## src/vpr_defs.svh

```systemverilog
// Purpose: Offsets, field positions, reset values and masks of the preamp control registers
// Assumes: 8-bit registers behind a serial two-wire slave
// Notes:   Definitions only
`ifndef VPR_DEFS_SVH
`define VPR_DEFS_SVH

`define VPR_SYNC_W        8
`define VPR_DEV_ADDR      7'h5D

`define VPR_OFS_GREEN     8'h01
`define VPR_OFS_BLUE      8'h02
`define VPR_OFS_CONTRAST  8'h03
`define VPR_OFS_BIAS1     8'h04
`define VPR_OFS_BIAS2     8'h05
`define VPR_OFS_BIAS3     8'h06
`define VPR_OFS_BLACK     8'h07
`define VPR_OFS_REFOFS    8'h08
`define VPR_OFS_GLOBAL    8'h09
`define VPR_OFS_OVL_BG    8'h0A
`define VPR_OFS_OVL_CTL   8'h0B
`define VPR_OFS_SRESET    8'h0C
`define VPR_OFS_STATUS    8'h40
`define VPR_OFS_HPHASE    8'h41

`define VPR_RST_GAIN      8'h60
`define VPR_RST_BIAS      8'h00
`define VPR_RST_BLACK     8'h80
`define VPR_RST_REFOFS    8'h0C
`define VPR_RST_GLOBAL    8'h00
`define VPR_RST_OVL_BG    8'h00
`define VPR_RST_OVL_CTL   8'h02
`define VPR_RST_HPHASE    8'h40

`define VPR_MSK_7BIT      8'h7F
`define VPR_MSK_FULL      8'hFF
`define VPR_MSK_REFOFS    8'h0F
`define VPR_MSK_GLOBAL    8'hBF
`define VPR_MSK_OVL_CTL   8'hBB

`define VPR_GLB_AUTOINC_DIS 7
`define VPR_GLB_BIAS_HALF   5
`define VPR_GLB_VBLANK      4
`define VPR_GLB_CLAMP_LOW   3
`define VPR_GLB_HBLANK      2
`define VPR_GLB_LOW_POWER   1
`define VPR_GLB_FORCE_BLANK 0

`define VPR_OVL_ONLY        7
`define VPR_OVL_FULL_GAIN   5
`define VPR_OVL_ANALOG      4
`define VPR_OVL_SEE_THROUGH 3

`define VPR_SOFT_RESET_REQUEST_BIT        0

`endif

```

## src/vpr_pkg.sv

```systemverilog
// Purpose: Types shared by the preamp control register block
// Assumes: Constants come from vpr_defs.svh
// Notes:   Control fields leave as one packed struct
package vpr_pkg;

  typedef enum logic [8:0] {
    ST_IDLE   = 9'h001,
    ST_DEVADR = 9'h002,
    ST_DEVACK = 9'h004,
    ST_REGADR = 9'h008,
    ST_REGACK = 9'h010,
    ST_WRBYTE = 9'h020,
    ST_WRACK  = 9'h040,
    ST_RDBYTE = 9'h080,
    ST_RDACK  = 9'h100
  } vpr_state_type;

  typedef struct packed {
    logic vert_fault_flag;
    logic overvoltage_trip;
    logic supply_collapse;
    logic flyback_fault_flag;
    logic hsync_present;
    logic line_pll_locked;
  } vpr_stat_type;

  typedef struct packed {
    logic [6:0] green_level;
    logic [6:0] blue_level;
    logic [6:0] contrast_level;
    logic [7:0] bias_level_one;
    logic [7:0] bias_level_two;
    logic [7:0] bias_level_three;
    logic [7:0] black_level;
    logic [3:0] black_reference_code;
    logic       bias_range_half;
    logic       vert_blank_enable;
    logic       clamp_active_low;
    logic       horiz_blank_enable;
    logic       low_power_request;
    logic       force_blank;
    logic [6:0] overlay_background_level;
    logic       overlay_only;
    logic       overlay_full_gain;
    logic       overlay_analog_select;
    logic       see_through_background;
    logic [1:0] overlay_level_select;
    logic       soft_reset_active;
    logic [7:0] line_phase_setting;
  } vpr_ctrl_type;

endpackage : vpr_pkg

```

## src/vpr_regs.sv

```systemverilog
// Purpose: Control and status registers of the video preamp, reached over a two-wire serial slave
// Assumes: ref_clk_in well above the serial bit rate; the master drives the serial clock
// Notes:   Control fields leave registered one cycle after the register write
//
// Summary of operation
// - Green and blue gain: 7-bit fields
// - Contrast: 7-bit field scaling all channels
// - Three bias codes, full 8 bits each
// - Black level: 8-bit code, inverse sense
// - Reference offset: 4 bits, upper bits unused
// - Global bit 7 disables address auto-increment
// - Global bit 5 halves bias range
// - Global bit 4 enables vertical blanking
// - Global bit 3 selects clamp pulse polarity
// - Global bit 2 enables horizontal blanking
// - Global bit 1 requests low power
// - Global bit 0 forces outputs to blank
// - Overlay background: 7-bit video amount
// - Overlay bit 7: show overlay only
// - Bit 5 forces full gain, analog only
// - Overlay bit 4 selects analog inputs
// - Overlay bit 3 selects see-through background
// - Soft reset restores defaults, then self-clears
// - Status bit 3: vertical fault, blanks video
// - Sticky overvoltage bit; flyback fault bit
// - Status bit 0: sync present and locked
// - Horizontal phase: 8-bit picture position
// - Write: device, register, then data bytes
// - Read: set address, restart, stream data
`timescale 1ns/100ps
`include "vpr_defs.svh"
module vpr_regs (
  input  wire logic                  ref_clk_in,
  input  wire logic                  rst_in,
  input  wire logic                  ce_in,
  input  wire logic                  scl_in,
  input  wire logic                  sda_in,
  input  wire vpr_pkg::vpr_stat_type stat_in,
  output logic                       sda_out,
  output logic                       sda_oe_out,
  output vpr_pkg::vpr_ctrl_type      ctrl_out
);
  import vpr_pkg::*;

  logic [`VPR_SYNC_W-1:0] sync_s;
  logic                   scl_s;
  logic                   sda_s;
  vpr_stat_type           stat_s;
  logic                   scl_d_r;
  logic                   sda_d_r;
  logic                   start_det;
  logic                   stop_det;
  logic                   scl_rise;
  logic                   scl_fall;

  vpr_state_type          state_r;
  logic [3:0]             bit_cnt_r;
  logic [7:0]             rx_shift_r;
  logic [7:0]             tx_shift_r;
  logic                   read_mode_r;
  logic                   master_nack_r;
  logic [7:0]             reg_ptr_r;
  logic [7:0]             rd_data;
  logic                   wr_en;
  logic                   ptr_load;
  logic                   rd_done;
  logic                   autoinc_on;

  logic [7:0]             green_r;
  logic [7:0]             blue_r;
  logic [7:0]             contrast_r;
  logic [7:0]             bias1_r;
  logic [7:0]             bias2_r;
  logic [7:0]             bias3_r;
  logic [7:0]             black_r;
  logic [7:0]             refofs_r;
  logic [7:0]             global_r;
  logic [7:0]             ovl_bg_r;
  logic [7:0]             ovl_ctl_r;
  logic [7:0]             hphase_r;
  logic                   soft_reset_r;
  logic                   overvoltage_r;
  vpr_ctrl_type           ctrl_r;

  // Pins and analog flags are asynchronous to ref_clk_in
  // Bus lines pass inverted so a cleared synchroniser reads as an idle high bus, avoiding a false edge after reset
  vpr_sync u_sync (
    .ref_clk_in (ref_clk_in),
    .rst_in     (rst_in),
    .ce_in      (ce_in),
    .din_in     ({stat_in, ~sda_in, ~scl_in}),
    .dout_out   (sync_s)
  );

  assign scl_s  = ~sync_s[0];
  assign sda_s  = ~sync_s[1];
  assign stat_s = sync_s[`VPR_SYNC_W-1:2];

  always_ff @(posedge ref_clk_in or posedge rst_in) begin
    if (rst_in) begin
      scl_d_r <= 1'b1;
      sda_d_r <= 1'b1;
    end else if (ce_in) begin
      scl_d_r <= scl_s;
      sda_d_r <= sda_s;
    end
  end

  assign start_det = scl_s & scl_d_r & sda_d_r & ~sda_s;
  assign stop_det  = scl_s & scl_d_r & ~sda_d_r & sda_s;
  assign scl_rise  = scl_s & ~scl_d_r;
  assign scl_fall  = ~scl_s & scl_d_r;

  // Byte-level events, valid only when no start or stop is seen
  assign ptr_load   = ~start_det & ~stop_det & scl_fall & (state_r == ST_REGADR) & (bit_cnt_r == 4'h8);
  assign wr_en      = ~start_det & ~stop_det & scl_fall & (state_r == ST_WRBYTE) & (bit_cnt_r == 4'h8);
  assign rd_done    = ~start_det & ~stop_det & scl_fall & (state_r == ST_RDBYTE) & (bit_cnt_r == 4'h7);
  assign autoinc_on = ~global_r[`VPR_GLB_AUTOINC_DIS];

  // Serial engine: address, acknowledge and byte framing
  always_ff @(posedge ref_clk_in or posedge rst_in) begin
    if (rst_in) begin
      state_r       <= ST_IDLE;
      bit_cnt_r     <= 4'h0;
      rx_shift_r    <= 8'h00;
      tx_shift_r    <= 8'h00;
      read_mode_r   <= 1'b0;
      master_nack_r <= 1'b0;
    end else if (ce_in) begin
      if (start_det) begin
        // A repeated start restarts framing from the device address
        state_r   <= ST_DEVADR;
        bit_cnt_r <= 4'h0;
      end else if (stop_det) begin
        state_r   <= ST_IDLE;
        bit_cnt_r <= 4'h0;
      end else begin
        unique case (state_r)
          ST_IDLE: begin
            bit_cnt_r <= 4'h0;
          end
          ST_DEVADR, ST_REGADR, ST_WRBYTE: begin
            if (scl_rise && bit_cnt_r != 4'h8) begin
              rx_shift_r <= {rx_shift_r[6:0], sda_s};
              bit_cnt_r  <= bit_cnt_r + 4'h1;
            end else if (scl_fall && bit_cnt_r == 4'h8) begin
              bit_cnt_r <= 4'h0;
              if (state_r == ST_DEVADR) begin
                // Other addresses on the bus are left alone
                if (rx_shift_r[7:1] == `VPR_DEV_ADDR) begin
                  state_r <= ST_DEVACK;
                end else begin
                  state_r <= ST_IDLE;
                end
                read_mode_r <= rx_shift_r[0];
              end else if (state_r == ST_REGADR) begin
                state_r <= ST_REGACK;
              end else begin
                state_r <= ST_WRACK;
              end
            end
          end
          ST_DEVACK: begin
            if (scl_fall) begin
              if (read_mode_r) begin
                state_r    <= ST_RDBYTE;
                tx_shift_r <= rd_data;
                bit_cnt_r  <= 4'h0;
              end else begin
                state_r <= ST_REGADR;
              end
            end
          end
          ST_REGACK, ST_WRACK: begin
            if (scl_fall) begin
              state_r <= ST_WRBYTE;
            end
          end
          ST_RDBYTE: begin
            if (scl_fall) begin
              if (bit_cnt_r == 4'h7) begin
                state_r <= ST_RDACK;
              end else begin
                tx_shift_r <= {tx_shift_r[6:0], 1'b0};
                bit_cnt_r  <= bit_cnt_r + 4'h1;
              end
            end
          end
          ST_RDACK: begin
            if (scl_rise) begin
              master_nack_r <= sda_s;
            end else if (scl_fall) begin
              if (master_nack_r) begin
                // Master ends the read; wait for its stop
                state_r <= ST_IDLE;
              end else begin
                state_r    <= ST_RDBYTE;
                tx_shift_r <= rd_data;
                bit_cnt_r  <= 4'h0;
              end
            end
          end
          default: begin
            state_r <= ST_IDLE;
          end
        endcase
      end
    end
  end

  // Pointer survives a stop so that a following read starts where it was set
  always_ff @(posedge ref_clk_in or posedge rst_in) begin
    if (rst_in) begin
      reg_ptr_r <= 8'h00;
    end else if (ce_in) begin
      if (ptr_load) begin
        reg_ptr_r <= rx_shift_r;
      end else if ((wr_en || rd_done) && autoinc_on) begin
        reg_ptr_r <= reg_ptr_r + 8'h01;
      end
    end
  end

  // Open drain: only low is driven
  assign sda_out    = 1'b0;
  assign sda_oe_out = (state_r == ST_DEVACK) | (state_r == ST_REGACK) | (state_r == ST_WRACK) |
                      ((state_r == ST_RDBYTE) & ~tx_shift_r[7]);

  // Software reset runs for one cycle; the serial engine is left running
  always_ff @(posedge ref_clk_in or posedge rst_in) begin
    if (rst_in) begin
      soft_reset_r <= 1'b0;
    end else if (ce_in) begin
      soft_reset_r <= wr_en & (reg_ptr_r == `VPR_OFS_SRESET) & rx_shift_r[`VPR_SOFT_RESET_REQUEST_BIT];
    end
  end

  // Control registers; unused bits are masked on write so they read back zero
  always_ff @(posedge ref_clk_in or posedge rst_in) begin
    if (rst_in) begin
      green_r    <= `VPR_RST_GAIN;
      blue_r     <= `VPR_RST_GAIN;
      contrast_r <= `VPR_RST_GAIN;
      bias1_r    <= `VPR_RST_BIAS;
      bias2_r    <= `VPR_RST_BIAS;
      bias3_r    <= `VPR_RST_BIAS;
      black_r    <= `VPR_RST_BLACK;
      refofs_r   <= `VPR_RST_REFOFS;
      global_r   <= `VPR_RST_GLOBAL;
      ovl_bg_r   <= `VPR_RST_OVL_BG;
      ovl_ctl_r  <= `VPR_RST_OVL_CTL;
      hphase_r   <= `VPR_RST_HPHASE;
    end else if (ce_in) begin
      if (soft_reset_r) begin
        green_r    <= `VPR_RST_GAIN;
        blue_r     <= `VPR_RST_GAIN;
        contrast_r <= `VPR_RST_GAIN;
        bias1_r    <= `VPR_RST_BIAS;
        bias2_r    <= `VPR_RST_BIAS;
        bias3_r    <= `VPR_RST_BIAS;
        black_r    <= `VPR_RST_BLACK;
        refofs_r   <= `VPR_RST_REFOFS;
        global_r   <= `VPR_RST_GLOBAL;
        ovl_bg_r   <= `VPR_RST_OVL_BG;
        ovl_ctl_r  <= `VPR_RST_OVL_CTL;
        hphase_r   <= `VPR_RST_HPHASE;
      end else if (wr_en) begin
        unique case (reg_ptr_r)
          `VPR_OFS_GREEN:    green_r    <= rx_shift_r & `VPR_MSK_7BIT;
          `VPR_OFS_BLUE:     blue_r     <= rx_shift_r & `VPR_MSK_7BIT;
          `VPR_OFS_CONTRAST: contrast_r <= rx_shift_r & `VPR_MSK_7BIT;
          `VPR_OFS_BIAS1:    bias1_r    <= rx_shift_r & `VPR_MSK_FULL;
          `VPR_OFS_BIAS2:    bias2_r    <= rx_shift_r & `VPR_MSK_FULL;
          `VPR_OFS_BIAS3:    bias3_r    <= rx_shift_r & `VPR_MSK_FULL;
          `VPR_OFS_BLACK:    black_r    <= rx_shift_r & `VPR_MSK_FULL;
          `VPR_OFS_REFOFS:   refofs_r   <= rx_shift_r & `VPR_MSK_REFOFS;
          `VPR_OFS_GLOBAL:   global_r   <= rx_shift_r & `VPR_MSK_GLOBAL;
          `VPR_OFS_OVL_BG:   ovl_bg_r   <= rx_shift_r & `VPR_MSK_7BIT;
          `VPR_OFS_OVL_CTL:  ovl_ctl_r  <= rx_shift_r & `VPR_MSK_OVL_CTL;
          `VPR_OFS_HPHASE:   hphase_r   <= rx_shift_r & `VPR_MSK_FULL;
          // Status, the reset bit and unmapped offsets keep their contents
          default: begin
          end
        endcase
      end
    end
  end

  // Overvoltage latches; a trip in the same cycle as supply collapse wins
  always_ff @(posedge ref_clk_in or posedge rst_in) begin
    if (rst_in) begin
      overvoltage_r <= 1'b0;
    end else if (ce_in) begin
      if (stat_s.overvoltage_trip) begin
        overvoltage_r <= 1'b1;
      end else if (stat_s.supply_collapse) begin
        overvoltage_r <= 1'b0;
      end
    end
  end

  always_comb begin
    rd_data = 8'h00;
    unique case (reg_ptr_r)
      `VPR_OFS_GREEN:    rd_data = green_r;
      `VPR_OFS_BLUE:     rd_data = blue_r;
      `VPR_OFS_CONTRAST: rd_data = contrast_r;
      `VPR_OFS_BIAS1:    rd_data = bias1_r;
      `VPR_OFS_BIAS2:    rd_data = bias2_r;
      `VPR_OFS_BIAS3:    rd_data = bias3_r;
      `VPR_OFS_BLACK:    rd_data = black_r;
      `VPR_OFS_REFOFS:   rd_data = refofs_r;
      `VPR_OFS_GLOBAL:   rd_data = global_r;
      `VPR_OFS_OVL_BG:   rd_data = ovl_bg_r;
      `VPR_OFS_OVL_CTL:  rd_data = ovl_ctl_r;
      `VPR_OFS_SRESET:   rd_data = {7'h00, soft_reset_r};
      `VPR_OFS_STATUS:   rd_data = {4'h0,
                                    stat_s.vert_fault_flag,
                                    overvoltage_r,
                                    stat_s.flyback_fault_flag,
                                    stat_s.hsync_present & stat_s.line_pll_locked};
      `VPR_OFS_HPHASE:   rd_data = hphase_r;
      default:           rd_data = 8'h00;
    endcase
  end

  // Registered fan-out to the analog section
  always_ff @(posedge ref_clk_in or posedge rst_in) begin
    if (rst_in) begin
      ctrl_r <= '0;
    end else if (ce_in) begin
      ctrl_r.green_level              <= green_r[6:0];
      ctrl_r.blue_level               <= blue_r[6:0];
      ctrl_r.contrast_level           <= contrast_r[6:0];
      ctrl_r.bias_level_one           <= bias1_r;
      ctrl_r.bias_level_two           <= bias2_r;
      ctrl_r.bias_level_three         <= bias3_r;
      ctrl_r.black_level              <= black_r;
      ctrl_r.black_reference_code     <= refofs_r[3:0];
      ctrl_r.bias_range_half          <= global_r[`VPR_GLB_BIAS_HALF];
      ctrl_r.vert_blank_enable        <= global_r[`VPR_GLB_VBLANK];
      ctrl_r.clamp_active_low         <= global_r[`VPR_GLB_CLAMP_LOW];
      ctrl_r.horiz_blank_enable       <= global_r[`VPR_GLB_HBLANK];
      ctrl_r.low_power_request        <= global_r[`VPR_GLB_LOW_POWER];
      // A tripped vertical protection blanks the outputs as well
      ctrl_r.force_blank              <= global_r[`VPR_GLB_FORCE_BLANK] |
                                         stat_s.vert_fault_flag;
      ctrl_r.overlay_background_level <= ovl_bg_r[6:0];
      ctrl_r.overlay_only             <= ovl_ctl_r[`VPR_OVL_ONLY];
      ctrl_r.overlay_full_gain        <= ovl_ctl_r[`VPR_OVL_FULL_GAIN] &
                                         ovl_ctl_r[`VPR_OVL_ANALOG];
      ctrl_r.overlay_analog_select    <= ovl_ctl_r[`VPR_OVL_ANALOG];
      ctrl_r.see_through_background   <= ovl_ctl_r[`VPR_OVL_SEE_THROUGH];
      ctrl_r.overlay_level_select     <= ovl_ctl_r[1:0];
      ctrl_r.soft_reset_active        <= soft_reset_r;
      ctrl_r.line_phase_setting       <= hphase_r;
    end
  end

  assign ctrl_out = ctrl_r;

endmodule : vpr_regs

```

## src/vpr_sync.sv

```systemverilog
// Purpose: Two-flop synchroniser for every asynchronous input of the block
// Assumes: Inputs are levels from pins or analog comparators
// Notes:   Only the second stage leaves the module
`timescale 1ns/100ps
`include "vpr_defs.svh"
module vpr_sync (
  input  wire logic                   ref_clk_in,
  input  wire logic                   rst_in,
  input  wire logic                   ce_in,
  input  wire logic [`VPR_SYNC_W-1:0] din_in,
  output logic      [`VPR_SYNC_W-1:0] dout_out
);
  import vpr_pkg::*;

  logic [`VPR_SYNC_W-1:0] meta_r;

  genvar i;
  generate
    for (i = 0; i < `VPR_SYNC_W; i++) begin : g_bit
      always_ff @(posedge ref_clk_in or posedge rst_in) begin
        if (rst_in) begin
          meta_r[i]   <= 1'b0;
          dout_out[i] <= 1'b0;
        end else if (ce_in) begin
          meta_r[i]   <= din_in[i];
          dout_out[i] <= meta_r[i];
        end
      end
    end
  endgenerate

endmodule : vpr_sync

```

## config.mk

```make
export PLATFORM = sky130hd
export DESIGN_NAME = vpr_regs
export DESIGN_NICKNAME = d
export VERILOG_FILES = /design/src/vpr_pkg.sv /design/src/vpr_regs.sv /design/src/vpr_sync.sv
export VERILOG_INCLUDE_DIRS = /design/src
export SDC_FILE = /design/constraint.sdc
export NUM_CORES = 1
export LEC_CHECK = 0
export ABC_AREA = 1
export BUFFER_PORTS_ARGS = -buffer_cell sky130_fd_sc_hd__buf_2
export CORE_MARGIN = 2
export CORE_UTILIZATION = 45
export CTS_BUF_LIST = sky130_fd_sc_hd__clkbuf_2 sky130_fd_sc_hd__clkbuf_4 sky130_fd_sc_hd__clkbuf_8
export DETAILED_ROUTE_END_ITERATION = 6
export PLACE_DENSITY = 0.68
export SYNTH_ARGS = -nofsm -noshare
export SYNTH_HDL_FRONTEND = slang
export SYNTH_SLANG_ARGS = --single-unit
export TNS_END_PERCENT = 30
```

## constraint.sdc

```tcl
create_clock -name ref_clk_in -period 7.4 [get_ports ref_clk_in]
set_input_delay 0.37 -clock ref_clk_in [delete_from_list [all_inputs] [get_ports ref_clk_in]]
set_output_delay 0.37 -clock ref_clk_in [all_outputs]
set_load 0.01 [all_outputs]
```

Word level (Yosys, flattened, before mapping)
Cells that the tools add are included.
{"block": "word_totals", "regBits": 240, "latch_bits": 0, "ram_bits": 0, "mem_bits_ro": 0, "in_bits": 11, "output_inout_bits": 87, "wordCells": 265, "memories": 0}
{"block": "op_classes", "add_sub_neg": 2, "multipliers": 0, "div": 0, "n_lt_le_gt_ge": 0, "eq_ne": 47, "shifts": 0, "muxes": 77, "bitwise": 35, "n_reduce_logical": 43}
{"operator": "$mux 8", "count": 47}
{"operator": "$pmux 8 s14", "count": 1}
{"operator": "$mux 9", "count": 11}
{"operator": "$pmux 9 s6", "count": 1}
{"operator": "$ne 4x4->1 const B", "count": 12}
{"operator": "$mux 4", "count": 11}
{"operator": "$eq 8x4->1 const B", "count": 5}
{"operator": "$reduce_and 3->1", "count": 12}
{"operator": "$eq 8x3->1 const B", "count": 4}
{"operator": "$reduce_bool 2->1", "count": 15}
{"operator": "$pmux 8 s3", "count": 1}
{"operator": "$and 1x1->1", "count": 20}
{"operator": "$pmux 4 s5", "count": 1}
{"operator": "$reduce_and 10->1", "count": 2}
{"operator": "$eq 8x2->1 const B", "count": 2}
{"operator": "$eq 8x7->1 const B", "count": 2}
{"operator": "$ne 2x2->1 const B", "count": 7}
{"operator": "$not 1->1", "count": 11}
{"operator": "$reduce_and 11->1", "count": 1}
{"operator": "$reduce_and 5->1", "count": 2}
{"operator": "$eq 9x1->1 const B", "count": 1}
{"operator": "$eq 9x2->1 const B", "count": 1}
{"operator": "$eq 9x3->1 const B", "count": 1}
{"operator": "$eq 9x4->1 const B", "count": 1}
{"operator": "other kinds (25)", "count": 32}

Logic depth before layout (Yosys ltp)
Gate-level depths: netlist (run 1).
{"block": "depth", "ltp_word": 13, "ltp_mapped": 13, "ltp_nobuf": 13}

Hierarchy
From an unflattened synthesis (run 1), not the netlist that was laid out.
{"block": "unflattened", "cells_unflattened": 1360, "hier_area_um2": 10659.0}
{"mod": "vpr_regs", "instances": 1, "cells_each": 1291, "area_each_um2": 10014.6, "seq_area_each_um2": 5347.6}
{"mod": "vpr_sync", "instances": 1, "cells_each": 69, "area_each_um2": 644.4, "seq_area_each_um2": 400.4}

Least setup slack after synthesis (run 1)
Ideal clock, no wire load.
{"block": "synth_timing", "kind": "reg-to-reg", "from": "reg bit_cnt_r[0]", "to": "reg contrast_r[1]", "setup_ps": 134, "arrival_ps": 1597, "required_ps": 7266, "path_slack_ps": 5669, "path_stages_with_launch": 13, "path_buffers": 1, "synth_period_minus_slack_ps": 1731, "cell_sequence": "dfrtp_1 inv_1 ha_1 nand3_1 nor2_2 nand2_2 nand2_4 nand2_8 inv_8 o21ai_2 buf_6 nand2_1 o21ai_2"}
{"block": "synth_between", "elab_chain_cells": 4}
{"item": "start: declaration", "line": "vpr_regs.sv:57", "rtl": "logic [3:0] bit_cnt_r;"}
{"item": "start signal: assignment", "line": "vpr_regs.sv:145", "rtl": "bit_cnt_r <= bit_cnt_r + 4'h1;"}
{"item": "start signal: assignment", "line": "vpr_regs.sv:185", "rtl": "bit_cnt_r <= bit_cnt_r + 4'h1;"}
{"item": "$eq 4x4->1", "line": "vpr_regs.sv:116", "rtl": "assign wr_en = ~start_det & ~stop_det & scl_fall & (state_r == ST_WRBYTE) & (bit_cnt_r == 4'h8);"}
{"item": "$and 1x1->1", "line": "vpr_regs.sv:116"}
{"item": "$reduce_bool 2->1 (no line)"}
{"item": "$reduce_and 3->1 (no line)"}
{"item": "end signal: assignment", "line": "vpr_regs.sv:243", "rtl": "contrast_r <= `VPR_RST_GAIN;"}
{"item": "end signal: assignment", "line": "vpr_regs.sv:257", "rtl": "contrast_r <= `VPR_RST_GAIN;"}
{"item": "end signal: assignment", "line": "vpr_regs.sv:271", "rtl": "`VPR_OFS_CONTRAST: contrast_r <= rx_shift_r & `VPR_MSK_7BIT;"}
{"item": "end: declaration", "line": "vpr_regs.sv:71", "rtl": "logic [7:0] contrast_r;"}
Every way passes these cells.
A chain may end at the register's enable or synchronous reset.

Worst setup path after layout (run 1)
{"block": "layout_timing", "from": "reg state_r[3]", "to": "out sda_oe_out"}
{"block": "layout_between", "elab_chain_cells": 4, "elab_cells_between_ends": 8, "classes_between": "eq/ne (4); bitwise (4)"}
{"item": "start: declaration", "line": "vpr_regs.sv:56", "rtl": "vpr_state_type state_r;"}
{"item": "start signal: assignment", "line": "vpr_regs.sv:123", "rtl": "state_r <= ST_IDLE;"}
{"item": "start signal: assignment", "line": "vpr_regs.sv:132", "rtl": "state_r <= ST_DEVADR;"}
{"item": "start signal: assignment", "line": "vpr_regs.sv:135", "rtl": "state_r <= ST_IDLE;"}
{"item": "$eq 9x3->1 or $eq 9x5->1 (tied branches)", "line": "vpr_regs.sv:226", "rtl": "assign sda_oe_out = (state_r == ST_DEVACK) | (state_r == ST_REGACK) | (state_r == ST_WRACK) |"}
{"item": "$or 1x1->1 (2 in a row)", "line": "vpr_regs.sv:226"}
{"item": "$or 1x1->1 (*)", "line": "vpr_regs.sv:226"}
{"item": "end: declaration", "line": "vpr_regs.sv:40", "rtl": "output logic sda_oe_out,"}
Mark *: on every way between the ends. The rest lies on a longest branch, timed or not.

==> results of run 1 <==
## cell type report
cell class / count / area, um^2
clock inverter: 5 / 41.3
sequential: 229 / 5750
tap: 319 / 399
multi-input combinational: 993 / 4500
clock buffer: 67 / 810
inverter: 84 / 333
fill: 2212 / 11300
timing repair buffer: 100 / 515
## power by group
| part | switching (mW) | internal [mW] |
|---|---|---|
| Clock | 0.520 | 0.691 |
| Sequential | 0.0437 | 1.31 |
| Combinational | 0.207 | 0.0752 |
| Total | 0.771 | 2.07 |
## flip-flops by register name (all words and copies together) (netlist names), 4 cells and up
register and cells:
ctrl_out 85, state_r 9, bias1_r 8, bias2_r 8
bias3_r 8, black_r 8, hphase_r 8, reg_ptr_r 8
rx_shift_r 8, tx_shift_r 8, u_sync.dout_out 8, u_sync.meta_r 8
blue_r 7, contrast_r 7, global_r 7, green_r 7
ovl_bg_r 7, ovl_ctl_r 6, bit_cnt_r 4, refofs_r 4
## Yosys cell counts, types with 2 or more instances
cell and instances:
xor2_1 4, nor2_1 123, nand4_1 11, nand3_1 69, o21ai_0 50, o21bai_1 4, buf_6 11, inv_2 7
dfstp_2 14, clkbuf_1 27, o21ai_2 36, nand2_4 3, ha_1 6, dfrtp_1 215, nand2_1 566, nand2_2 5
o21ai_1 42, inv_1 75, o21ai_4 2, nand3_2 4, nor3_1 10, nor2_4 10, buf_2 7, buf_4 5
buf_1 2, nor2_2 10, a21oi_1 30
## layer usage
layer  part of all wire [%]  vias up  wire, um
met5                      0        -         0
met4                    2.4        0       691
met3                    6.9       52      1980
met2                     44      328     12600
met1                     47     4409     13500
li1                       -     4473         -
## worst max-delay path by stage
| stage | endpoint | cells past startpoint |
|---|---|---|
| 4_1_cts | sda_oe_out | 6 |
| 3_3_place_gp | reg_ptr_r[0]$_DFFE_PP0P_ | 5 |
| 5_1_grt | tx_shift_r[4]$_DFFE_PP0P_ | 12 |
| 3_5_place_dp | reg_ptr_r[0]$_DFFE_PP0P_ | 5 |
| 2_1_floorplan | bias1_r[0]$_DFFE_PP0P_ | 1 |
| 6_report | sda_oe_out | 6 |
## stage by stage
step           hold WS [ps]  setup WS (ps)  instance area, um^2  utilization, %  instances
4_1_cts                6.04           4920                12300            52.3       1797
3_5_place_dp            453           4880                11500            48.6       1724
5_1_grt                27.4           4750                12300            52.3       1797
3_3_place_gp            451           4930                11500            48.6       1724
2_1_floorplan           442            777                10900               -       1358
6_report               36.5           4960                12300            52.3       1797
## cell families after synthesis
| group | after synthesis | synth area share [%] |
|---|---|---|
| AND/OR/NAND/NOR | 813 | 30.9 |
| flip-flops | 229 | 52.9 |
| AO/OA/AOI/OAI | 168 | 9.35 |
| buffers and inverters | 136 | 5.79 |
| adder cells (fa/ha/maj) | 6 | 0.690 |
| XOR/XNOR | 5 | 0.403 |
| other | 1 | 0.0345 |
## worst register-to-register path, delay by kind of cell (launching register included)
family	cells	cell delay [ps]
simple gates	5	1010
compound gates	2	470
flops	1	430
fa+ha+maj	1	250
buf+inv	2	180
==> flow_summary.json, run 1 <==
{
  "hold_class": "primary input to register",
  "met3_usage_pct": 4.17,
  "grtUsageTotal_pct": 22.8,
  "setup_tns_ps": 0,
  "hold_buffers": 1,
  "die_h_um": 159,
  "grt_max_degree": 116,
  "port_buffers": 96,
  "crit_required_ps": 7030,
  "detail_route.wl_per_cell_um": 16.0,
  "io_pins": 98,
  "path_buf_inv": 1,
  "maxSlewViolCount": 0,
  "hold_viol": 0,
  "cpMaxStageDelayCell": "dfrtp_1",
  "ff2ff_setup_slack_ps": 5020,
  "critPathMaxStageDelay_ps": 430,
  "insertion_delay_ps": 560,
  "rr_startpoint": "reg_ptr_r[1]$_DFFE_PP0P_",
  "tightest_slew_ps": 1120,
  "coreArea_mm2": 0.0236,
  "synth_top_cell_by_area": "dfrtp_1",
  "grt_busiest_layer": "met1",
  "async_reset_ff_share_pct": 100,
  "hold_depth": 2,
  "worstPathArrival_ps": 2070,
  "ys_top_cells_by_area": "dfrtp_1, nand2_1, nor2_1",
  "slew_headroom_pct": 25.4,
  "routed_wl_um": 28700,
  "finalCritPeriodShare_pct": 33.0,
  "cts-root-buf": "clkbuf_8",
  "p_leak_nw": 6.52,
  "end_kind": "primary output",
  "die_area_mm2": 0.0254,
  "postCtsSetupBuffers": 0,
  "diodes": 0,
  "synth.yosys.seq_area_share_pct": 52.9,
  "firstDrtPassIters": 7,
  "startpoint_type": "register",
  "initial_core_util_pct": 46.1,
  "skew_ps": 39.8,
  "p_per_area_mw_per_mm2": 230,
  "syn2layout_area_growth_pct": 13.5,
  "via_per_inst": 5.15,
  "tritoncts": "done",
  "ys.flop_type": "dfrtp_1",
  "hold_end": "u_sync.meta_r[1]$_DFFE_PP0P_",
  "setup_viol_count_final": 0,
  "rsz0062_at_grt": "no",
  "num-nets-final": 1466,
  "crit_path_max_fanout": 12,
  "clk_pin_slew_ps": 60,
  "cts_max_level": 2,
  "clock_path_buffers": 3,
  "avgSynthCellArea_um2": 8.01,
  "gp_congestion": 0.915,
  "maxCapViolCount": 0,
  "startpoint": "state_r[3]$_DFFE_PP0P_",
  "syn-num-nets": 1375,
  "vias": 9262,
  "path_delay_family": "simple AND/OR/NAND/NOR gates",
  "cts-resized-gates": 0,
  "mostFrequentLayoutCells": "nand2_1, dfrtp_1, nor2_1, buf_2, inv_1",
  "crit_chain": "nor2_2 -> nand2_2 -> nor2_4 -> nand2_1 -> o211ai_1 -> buf_2",
  "die_w_um": 159,
  "clock_sinks": 229,
  "met1_usage_pct": 34.3,
  "yosys_warnings": 0,
  "yosys.area.top_type_share_pct": 49.5,
  "antenna_found_initial": 0,
  "ys_seq_elements": 229,
  "final_common_cell": "nand2_1",
  "syn_inst": 1358,
  "grt_pass1_vias": 8738,
  "reg2regPathDepth": 10,
  "grt_pass1_wl_um": 46900,
  "crit_type": "register to primary output",
  "status": "finished, final reports clean",
  "rows": 56,
  "syn-cell-area_mm2": 0.0109,
  "fmax_mhz": 409,
  "total_power_mw": 2.84,
  "yosys.cell_types.count": 37,
  "cts_inserted_buffers": 41,
  "ir_drop_mv": 0.144,
  "drt-initial-drc-count": 952,
  "synth-edff-count": 0,
  "drive_gt1_share_pct": 18.0,
  "met2_usage_pct": 33.5,
  "hp-start": "sda_in",
  "ant_nets": 0,
  "grt_remaining_overflow": 0,
  "period_needed_ps": 2440,
  "drc": 0,
  "reg2reg_to": "tx_shift_r[7]$_DFFE_PP0P_",
  "hpwlAfterDp_um": 19900
}
Note: power is estimated with default switching activity, not from simulation.
==> run 2, diff against run 1 <==
--- a/config.mk
+++ b/config.mk
@@ -6,7 +6,7 @@
 export SDC_FILE = /design/constraint.sdc
 export NUM_CORES = 1
 export LEC_CHECK = 0
-export ABC_AREA = 1
+export ABC_AREA = 0
 export BUFFER_PORTS_ARGS = -buffer_cell sky130_fd_sc_hd__buf_2
 export CORE_MARGIN = 2
 export CORE_UTILIZATION = 45
==> constraint.sdc (replaced) <==
create_clock -name ref_clk_in -period 2.4 [get_ports ref_clk_in]
set_input_delay 0.12 -clock ref_clk_in [delete_from_list [all_inputs] [get_ports ref_clk_in]]
set_output_delay 0.12 -clock ref_clk_in [all_outputs]
set_load 0.01 [all_outputs]
==> flow_summary.json, run 2 <==
{
  "status": "finished, final reports clean",
  "path_delay_family": "simple AND/OR/NAND/NOR gates",
  "power_frac_seq_pct": 46.2,
  "crit_path_max_fanout": 9,
  "maxCapViolCount": 0,
  "hp-start": "ce_in",
  "fmax_mhz": 424,
  "reg2reg_to": "rx_shift_r[6]$_DFFE_PP0P_",
  "hold_end": "sda_d_r$_DFFE_PP1P_",
  "clock_sinks": 229,
  "holdWs_ps": 37.4,
  "ys_top_cells_by_count": "dfrtp_1, mux2_2, nor2_1, nand2_1",
  "synth.yosys.seq_area_share_pct": 52.3,
  "p_int_mw": 6.58,
  "syn_inst": 880,
  "syn-cell-area_mm2": 0.0110,
  "clock_path_buffers": 3,
  "p_per_area_mw_per_mm2": 653,
  "fill_cells": 2021,
  "route.met2.wl_um": 13400,
  "ys_top_cells_by_area": "dfrtp_1, mux2_2, dfstp_2",
  "rows": 57,
  "end_kind": "register",
  "diodes": 0,
  "syn2layout_area_growth_pct": 23.7,
  "initial_core_util_pct": 45.5,
  "tightest_slew_ps": 819,
  "swShare_pct": 25.9,
  "crit_chain": "or3_4 -> nor4_4 -> nor2_1 -> or3_1 -> buf_4 -> mux2_4",
  "path_buf_inv": 1,
  "hold_depth": 4,
  "tritoncts": "done",
  "wirelength_met1_um": 13100,
  "grt_pass1_vias": 8079,
  "die_h_um": 160,
  "cts_inserted_buffers": 39,
  "critPathMaxStageDelay_ps": 460,
  "grt_max_degree": 118,
  "setup_viol_count_final": 0,
  "port_buffers": 96,
  "grt_remaining_overflow": 0,
  "cpMaxStageDelayCell": "or3_4",
  "io_pins": 98,
  "grt_pass1_wl_um": 46400,
  "rsz0062_at_grt": "yes",
  "insertion_delay_ps": 540,
  "p_leak_nw": 6.51,
  "synth-edff-count": 0,
  "p_switching_mw": 2.30,
  "via_per_inst": 5.61,
  "maxUsedRoutingLayer": "met4",
  "yosys_warnings": 0,
  "antenna_found_initial": 0,
  "detail_route.wl_per_cell_um": 20.4,
  "ff2ff_setup_slack_ps": 40,
  "hpwlAfterDp_um": 20900,
  "firstDrtPassIters": 5,
  "cts-root-buf": "clkbuf_8",
  "ant_nets": 0,
  "drt-initial-drc-count": 546,
  "async_reset_ff_share_pct": 100,
  "cts_max_level": 2,
  "crit_type": "register to register",
  "grtUsageTotal_pct": 22.8,
  "maxSlewViolCount": 0,
  "drc": 0,
  "final_common_cell": "dfrtp_1",
  "yosys.area.top_type_share_pct": 48.9,
  "clk_pin_slew_ps": 60,
  "period_needed_ps": 2360,
  "synth_most_common_cell": "dfrtp_1",
  "die_area_mm2": 0.0257,
  "die_w_um": 160,
  "finalCritPeriodShare_pct": 98.2,
  "crit_required_ps": 2820,
  "drive_gt1_share_pct": 47.7,
  "clkPwrFrac_pct": 42.3,
  "ir_drop_mv": 0.446,
  "rr_startpoint": "state_r[4]$_DFFE_PP0P_",
  "startpoint_type": "register",
  "hold_class": "primary input to register",
  "synth_top_cell_by_area": "dfrtp_1",
  "slew_headroom_pct": 45.4,
  "hold_viol": 0,
  "syn-num-nets": 897,
  "p_comb_share_pct": 11.5,
  "total_power_mw": 8.88,
  "num-nets-final": 1093,
  "routed_wl_um": 29100,
  "ys.flop_type": "dfrtp_1",
  "skew_ps": 37.3,
  "coreArea_mm2": 0.0242,
  "avgSynthCellArea_um2": 12.5,
  "mostFrequentLayoutCells": "dfrtp_1, mux2_2, buf_4, buf_2, clkbuf_8",
  "setup_tns_ps": 0,
  "worstPathArrival_ps": 2780,
  "reg2regPathDepth": 6,
  "gp_congestion": 0.970,
  "ys_seq_elements": 229,
  "met3WireLength_um": 1540,
  "vias": 8034,
  "yosys.cell_types.count": 91,
  "largest_reg_flops": 85
}
## run 2: changes by cell type in the layout (fill, tap and decap cells not counted), moves of 15 or more
| cell | previous run | this run |
|---|---|---|
| nand2_1 | 566 | 29 |
| o21ai_0 | 50 | 19 |
| nand3_1 | 69 | 19 |
| mux2_2 | 0 | 161 |
| nor2b_1 | 0 | 15 |
| o21ai_2 | 36 | 0 |
| nor2_1 | 123 | 38 |
| o21ai_1 | 42 | 3 |
| mux2_4 | 0 | 23 |
| inv_1 | 74 | 22 |
| buf_4 | 4 | 99 |
## run 2: area by class of cell
type / count / area, um^2 / area share [%]
Tap cell: 324 / 405 / 2.98
Multi-Input combinational cell: 568 / 4980 / 36.6
Timing Repair Buffer: 213 / 1510 / 11.1
Sequential cell: 229 / 5750 / 42.3
Clock buffer: 60 / 757 / 5.56
Clock inverter: 12 / 110 / 0.809
Inverter: 25 / 97.6 / 0.717
## run 2: worst max-delay path by stage
stage                                         from                   endpoint  slack (ps)  cells after the start
after floorplan                             rst_in     bias1_r[0]$_DFFE_PP0P_        -700                      1
after global placement    reg_ptr_r[1]$_DFFE_PP0P_  tx_shift_r[0]$_DFFE_PP0P_        -120                      8
after detailed placement  reg_ptr_r[0]$_DFFE_PP0P_  tx_shift_r[0]$_DFFE_PP0P_        -180                      9
after CTS                 bit_cnt_r[0]$_DFFE_PP0P_     black_r[5]$_DFFE_PP0P_          10                     10
after global routing      reg_ptr_r[0]$_DFFE_PP0P_  tx_shift_r[1]$_DFFE_PP0P_          -6                     11
final                       state_r[4]$_DFFE_PP0P_  rx_shift_r[6]$_DFFE_PP0P_          40                      6
## run 2: kinds of logic after synthesis
| group | share of synthesized area [%] |
|---|---|
| flops | 52.3 |
| simple gates | 9.86 |
| buf+inv | 3.56 |
| fa+ha+maj | 0.683 |
| mux | 21.7 |
| xor+xnor | 0.478 |
| compound gates | 11.4 |
| other cells | 0.0341 |
## run 2: stage by stage
step                      setup slack (ps)  instance area, um^2  instances  util (%)
after floorplan                       -703                11000        880         -
final                                 42.8                13600       1431      56.3
after detailed placement              -177                12500       1344      51.6
after CTS                             15.0                13400       1425      55.6
after global routing                 -6.30                13600       1431      56.3
after global placement                -120                12500       1344      51.6
## run 2: layer usage
metal	up-vias	global-route usage, %
li1	3656	-
met1	4054	32.0
met2	255	35.3
met3	69	4.08
met4	0	9.46
met5	-	0
## run 2: power groups by stage
stage          logic [mW]  clock network, mW  registers [mW]
2_1_floorplan       0.632                  0            4.14
3_3_place_gp        0.947                  0            4.17
3_5_place_dp        0.953                  0            4.17
4_1_cts             0.990               3.85            4.10
5_1_grt              1.11               4.04            4.12
6_report             1.02               3.76            4.10
## run 2: worst min-delay path: stages
cell and delay (ps):
buf_4 120, clkinv_1 70, buf_4 170, mux2i_1 80
## run 2: repair_timing
action / in CTS / in global routing
endpoints found under the hold margin: 223 / 0
hold buffers: 9 / 0
pin swaps: 0 / 5
buffers inserted: 0 / 6
resized for setup: 6 / 21
setup endpoints to repair: 9 / 101
==> run 3, diff against run 2 <==
--- a/config.mk
+++ b/config.mk
@@ -8,6 +8,7 @@
 export LEC_CHECK = 0
 export ABC_AREA = 0
 export BUFFER_PORTS_ARGS = -buffer_cell sky130_fd_sc_hd__buf_2
+export CORE_ASPECT_RATIO = 1.4
 export CORE_MARGIN = 2
 export CORE_UTILIZATION = 45
 export CTS_BUF_LIST = sky130_fd_sc_hd__clkbuf_2 sky130_fd_sc_hd__clkbuf_4 sky130_fd_sc_hd__clkbuf_8
==> flow_summary.json, run 3 (synthesis gave the netlist of run 2 again) <==
{
  "die_w_um": 136,
  "drc": 0,
  "detail_route.wl_per_cell_um": 21.7,
  "hpwlAfterDp_um": 22300,
  "tritoncts": "done",
  "hold_viol": 0,
  "violations": "negative setup slack",
  "grtUsageTotal_pct": 24.4,
  "grt_pass1_vias": 8428,
  "cts_inserted_buffers": 37,
  "end_kind": "register",
  "fmax_mhz": 416,
  "grt_max_degree": 83,
  "status": "finished with violations",
  "p_leak_nw": 6.56,
  "vias": 8192,
  "final_common_cell": "dfrtp_1",
  "cts_max_level": 2,
  "period_needed_ps": 2410,
  "die_h_um": 189,
  "finalCritPeriodShare_pct": 100,
  "antenna_found_initial": 0,
  "io_pins": 98,
  "crit_path_max_fanout": 10,
  "coreArea_mm2": 0.0240,
  "rsz0062_at_grt": "yes",
  "place_area_mm2": 0.0125,
  "worstPathArrival_ps": 2850,
  "postLayoutCellArea_mm2": 0.0136,
  "grt_pass1_wl_um": 48200,
  "clk_pin_slew_ps": 70,
  "via_per_inst": 5.76,
  "initial_core_util_pct": 45.9,
  "maxSlewViolCount": 0,
  "insertion_delay_ps": 530,
  "p_per_area_mw_per_mm2": 631,
  "final.setup.worst_slack_ps": -5.71,
  "rows": 67,
  "port_buffers": 96,
  "startpoint_type": "register",
  "routed_wl_um": 30800,
  "total_power_mw": 8.61,
  "firstDrtPassIters": 5,
  "gp_congestion": 0.950,
  "ir_drop_mv": 0.509,
  "largest_reg_flops": 85,
  "die_area_mm2": 0.0257,
  "slew_headroom_pct": 46.0,
  "cts-root-buf": "clkbuf_8",
  "drive_gt1_share_pct": 47.9,
  "syn2layout_area_growth_pct": 24.0,
  "num-nets-final": 1101,
  "ant_nets": 0,
  "crit_type": "register to register",
  "skew_ps": 22.0,
  "mostFrequentLayoutCells": "dfrtp_1, mux2_2, buf_4, buf_2, clkbuf_8",
  "clock_sinks": 229,
  "grt_remaining_overflow": 0,
  "maxCapViolCount": 0,
  "clock_path_buffers": 3,
  "holdWs_ps": 93.0,
  "tightest_slew_ps": 790,
  "setup_viol_count_final": 2,
  "crit_required_ps": 2850,
  "final_util_pct": 56.9,
  "hold_class": "primary input to register",
  "drt-initial-drc-count": 559,
  "diodes": 0
}
run 3: per-layer routing:
layer / share of wire, % / global-route usage (%)
met1: 39 / 29.8
met2: 51 / 40.9
met3: 4.0 / 3.00
met4: 6.0 / 14.5
met5: 0 / 0
run 3: final cells by class:
class	count	area [um^2]
tap	310	388
clock buffer	61	739
clock inverter	6	36.3
sequential	229	5750
fill	2070	10300
timing repair buffer	223	1620
multi-input combinational	568	5010
inverter	25	97.6
run 3: repair_timing:
item	CTS	global route
resized for setup	6	29
setup buffers	0	5
hold buffers	9	0
hold endpoints to repair	26	0
setup endpoints to repair	21	106
pin swaps	4	10
run 3: per-stage QoR:
stage / setup slack [ps] / TNS [ps] / cells
floorplan: -703 / -151050 / 880
global route: -61.6 / -569 / 1422
finish: -5.71 / -6.44 / 1422
detailed placement: -139 / -451 / 1341
CTS: -0.871 / -0.871 / 1417
global placement: -130 / -508 / 1341
run 3: critical path, stage by stage (launching register included):
cell and delay [ps]:
dfrtp_1 430, inv_1 130, ha_1 480, buf_4 260, a222oi_1 90, buf_4 150, a211oi_1 250, o21ai_0 120
buf_4 150, a31o_1 160, a21oi_1 110
run 3: power breakdown:
part | switching (mW) | leakage (nW) | internal (mW)
registers | 0.136 | 3.07 | 3.98
logic | 0.566 | 3.07 | 0.442
clock network | 1.52 | 0.417 | 1.95
total | 2.23 | 6.56 | 6.38
run 3: worst paths after layout:
| kind | startpoint | end | slack, ps | cells past startpoint |
|---|---|---|---|---|
| worst min-delay path | ce_in | sda_d_r$_DFFE_PP1P_ | 90 | 3 |
| worst min register to register | tx_shift_r[5]$_DFFE_PP0P_ | tx_shift_r[5]$_DFFE_PP0P_ | 490 | 1 |
| min in group asynchronous | rst_in | ctrl_out[5]$_DFFE_PP0P_ | 190 | 3 |
| max in group asynchronous | rst_in | ctrl_out[28]$_DFFE_PP0P_ | 1330 | 5 |
| worst max register to register | reg_ptr_r[0]$_DFFE_PP0P_ | tx_shift_r[1]$_DFFE_PP0P_ | -6 | 10 |
| worst max-delay path | reg_ptr_r[0]$_DFFE_PP0P_ | tx_shift_r[1]$_DFFE_PP0P_ | -6 | 10 |
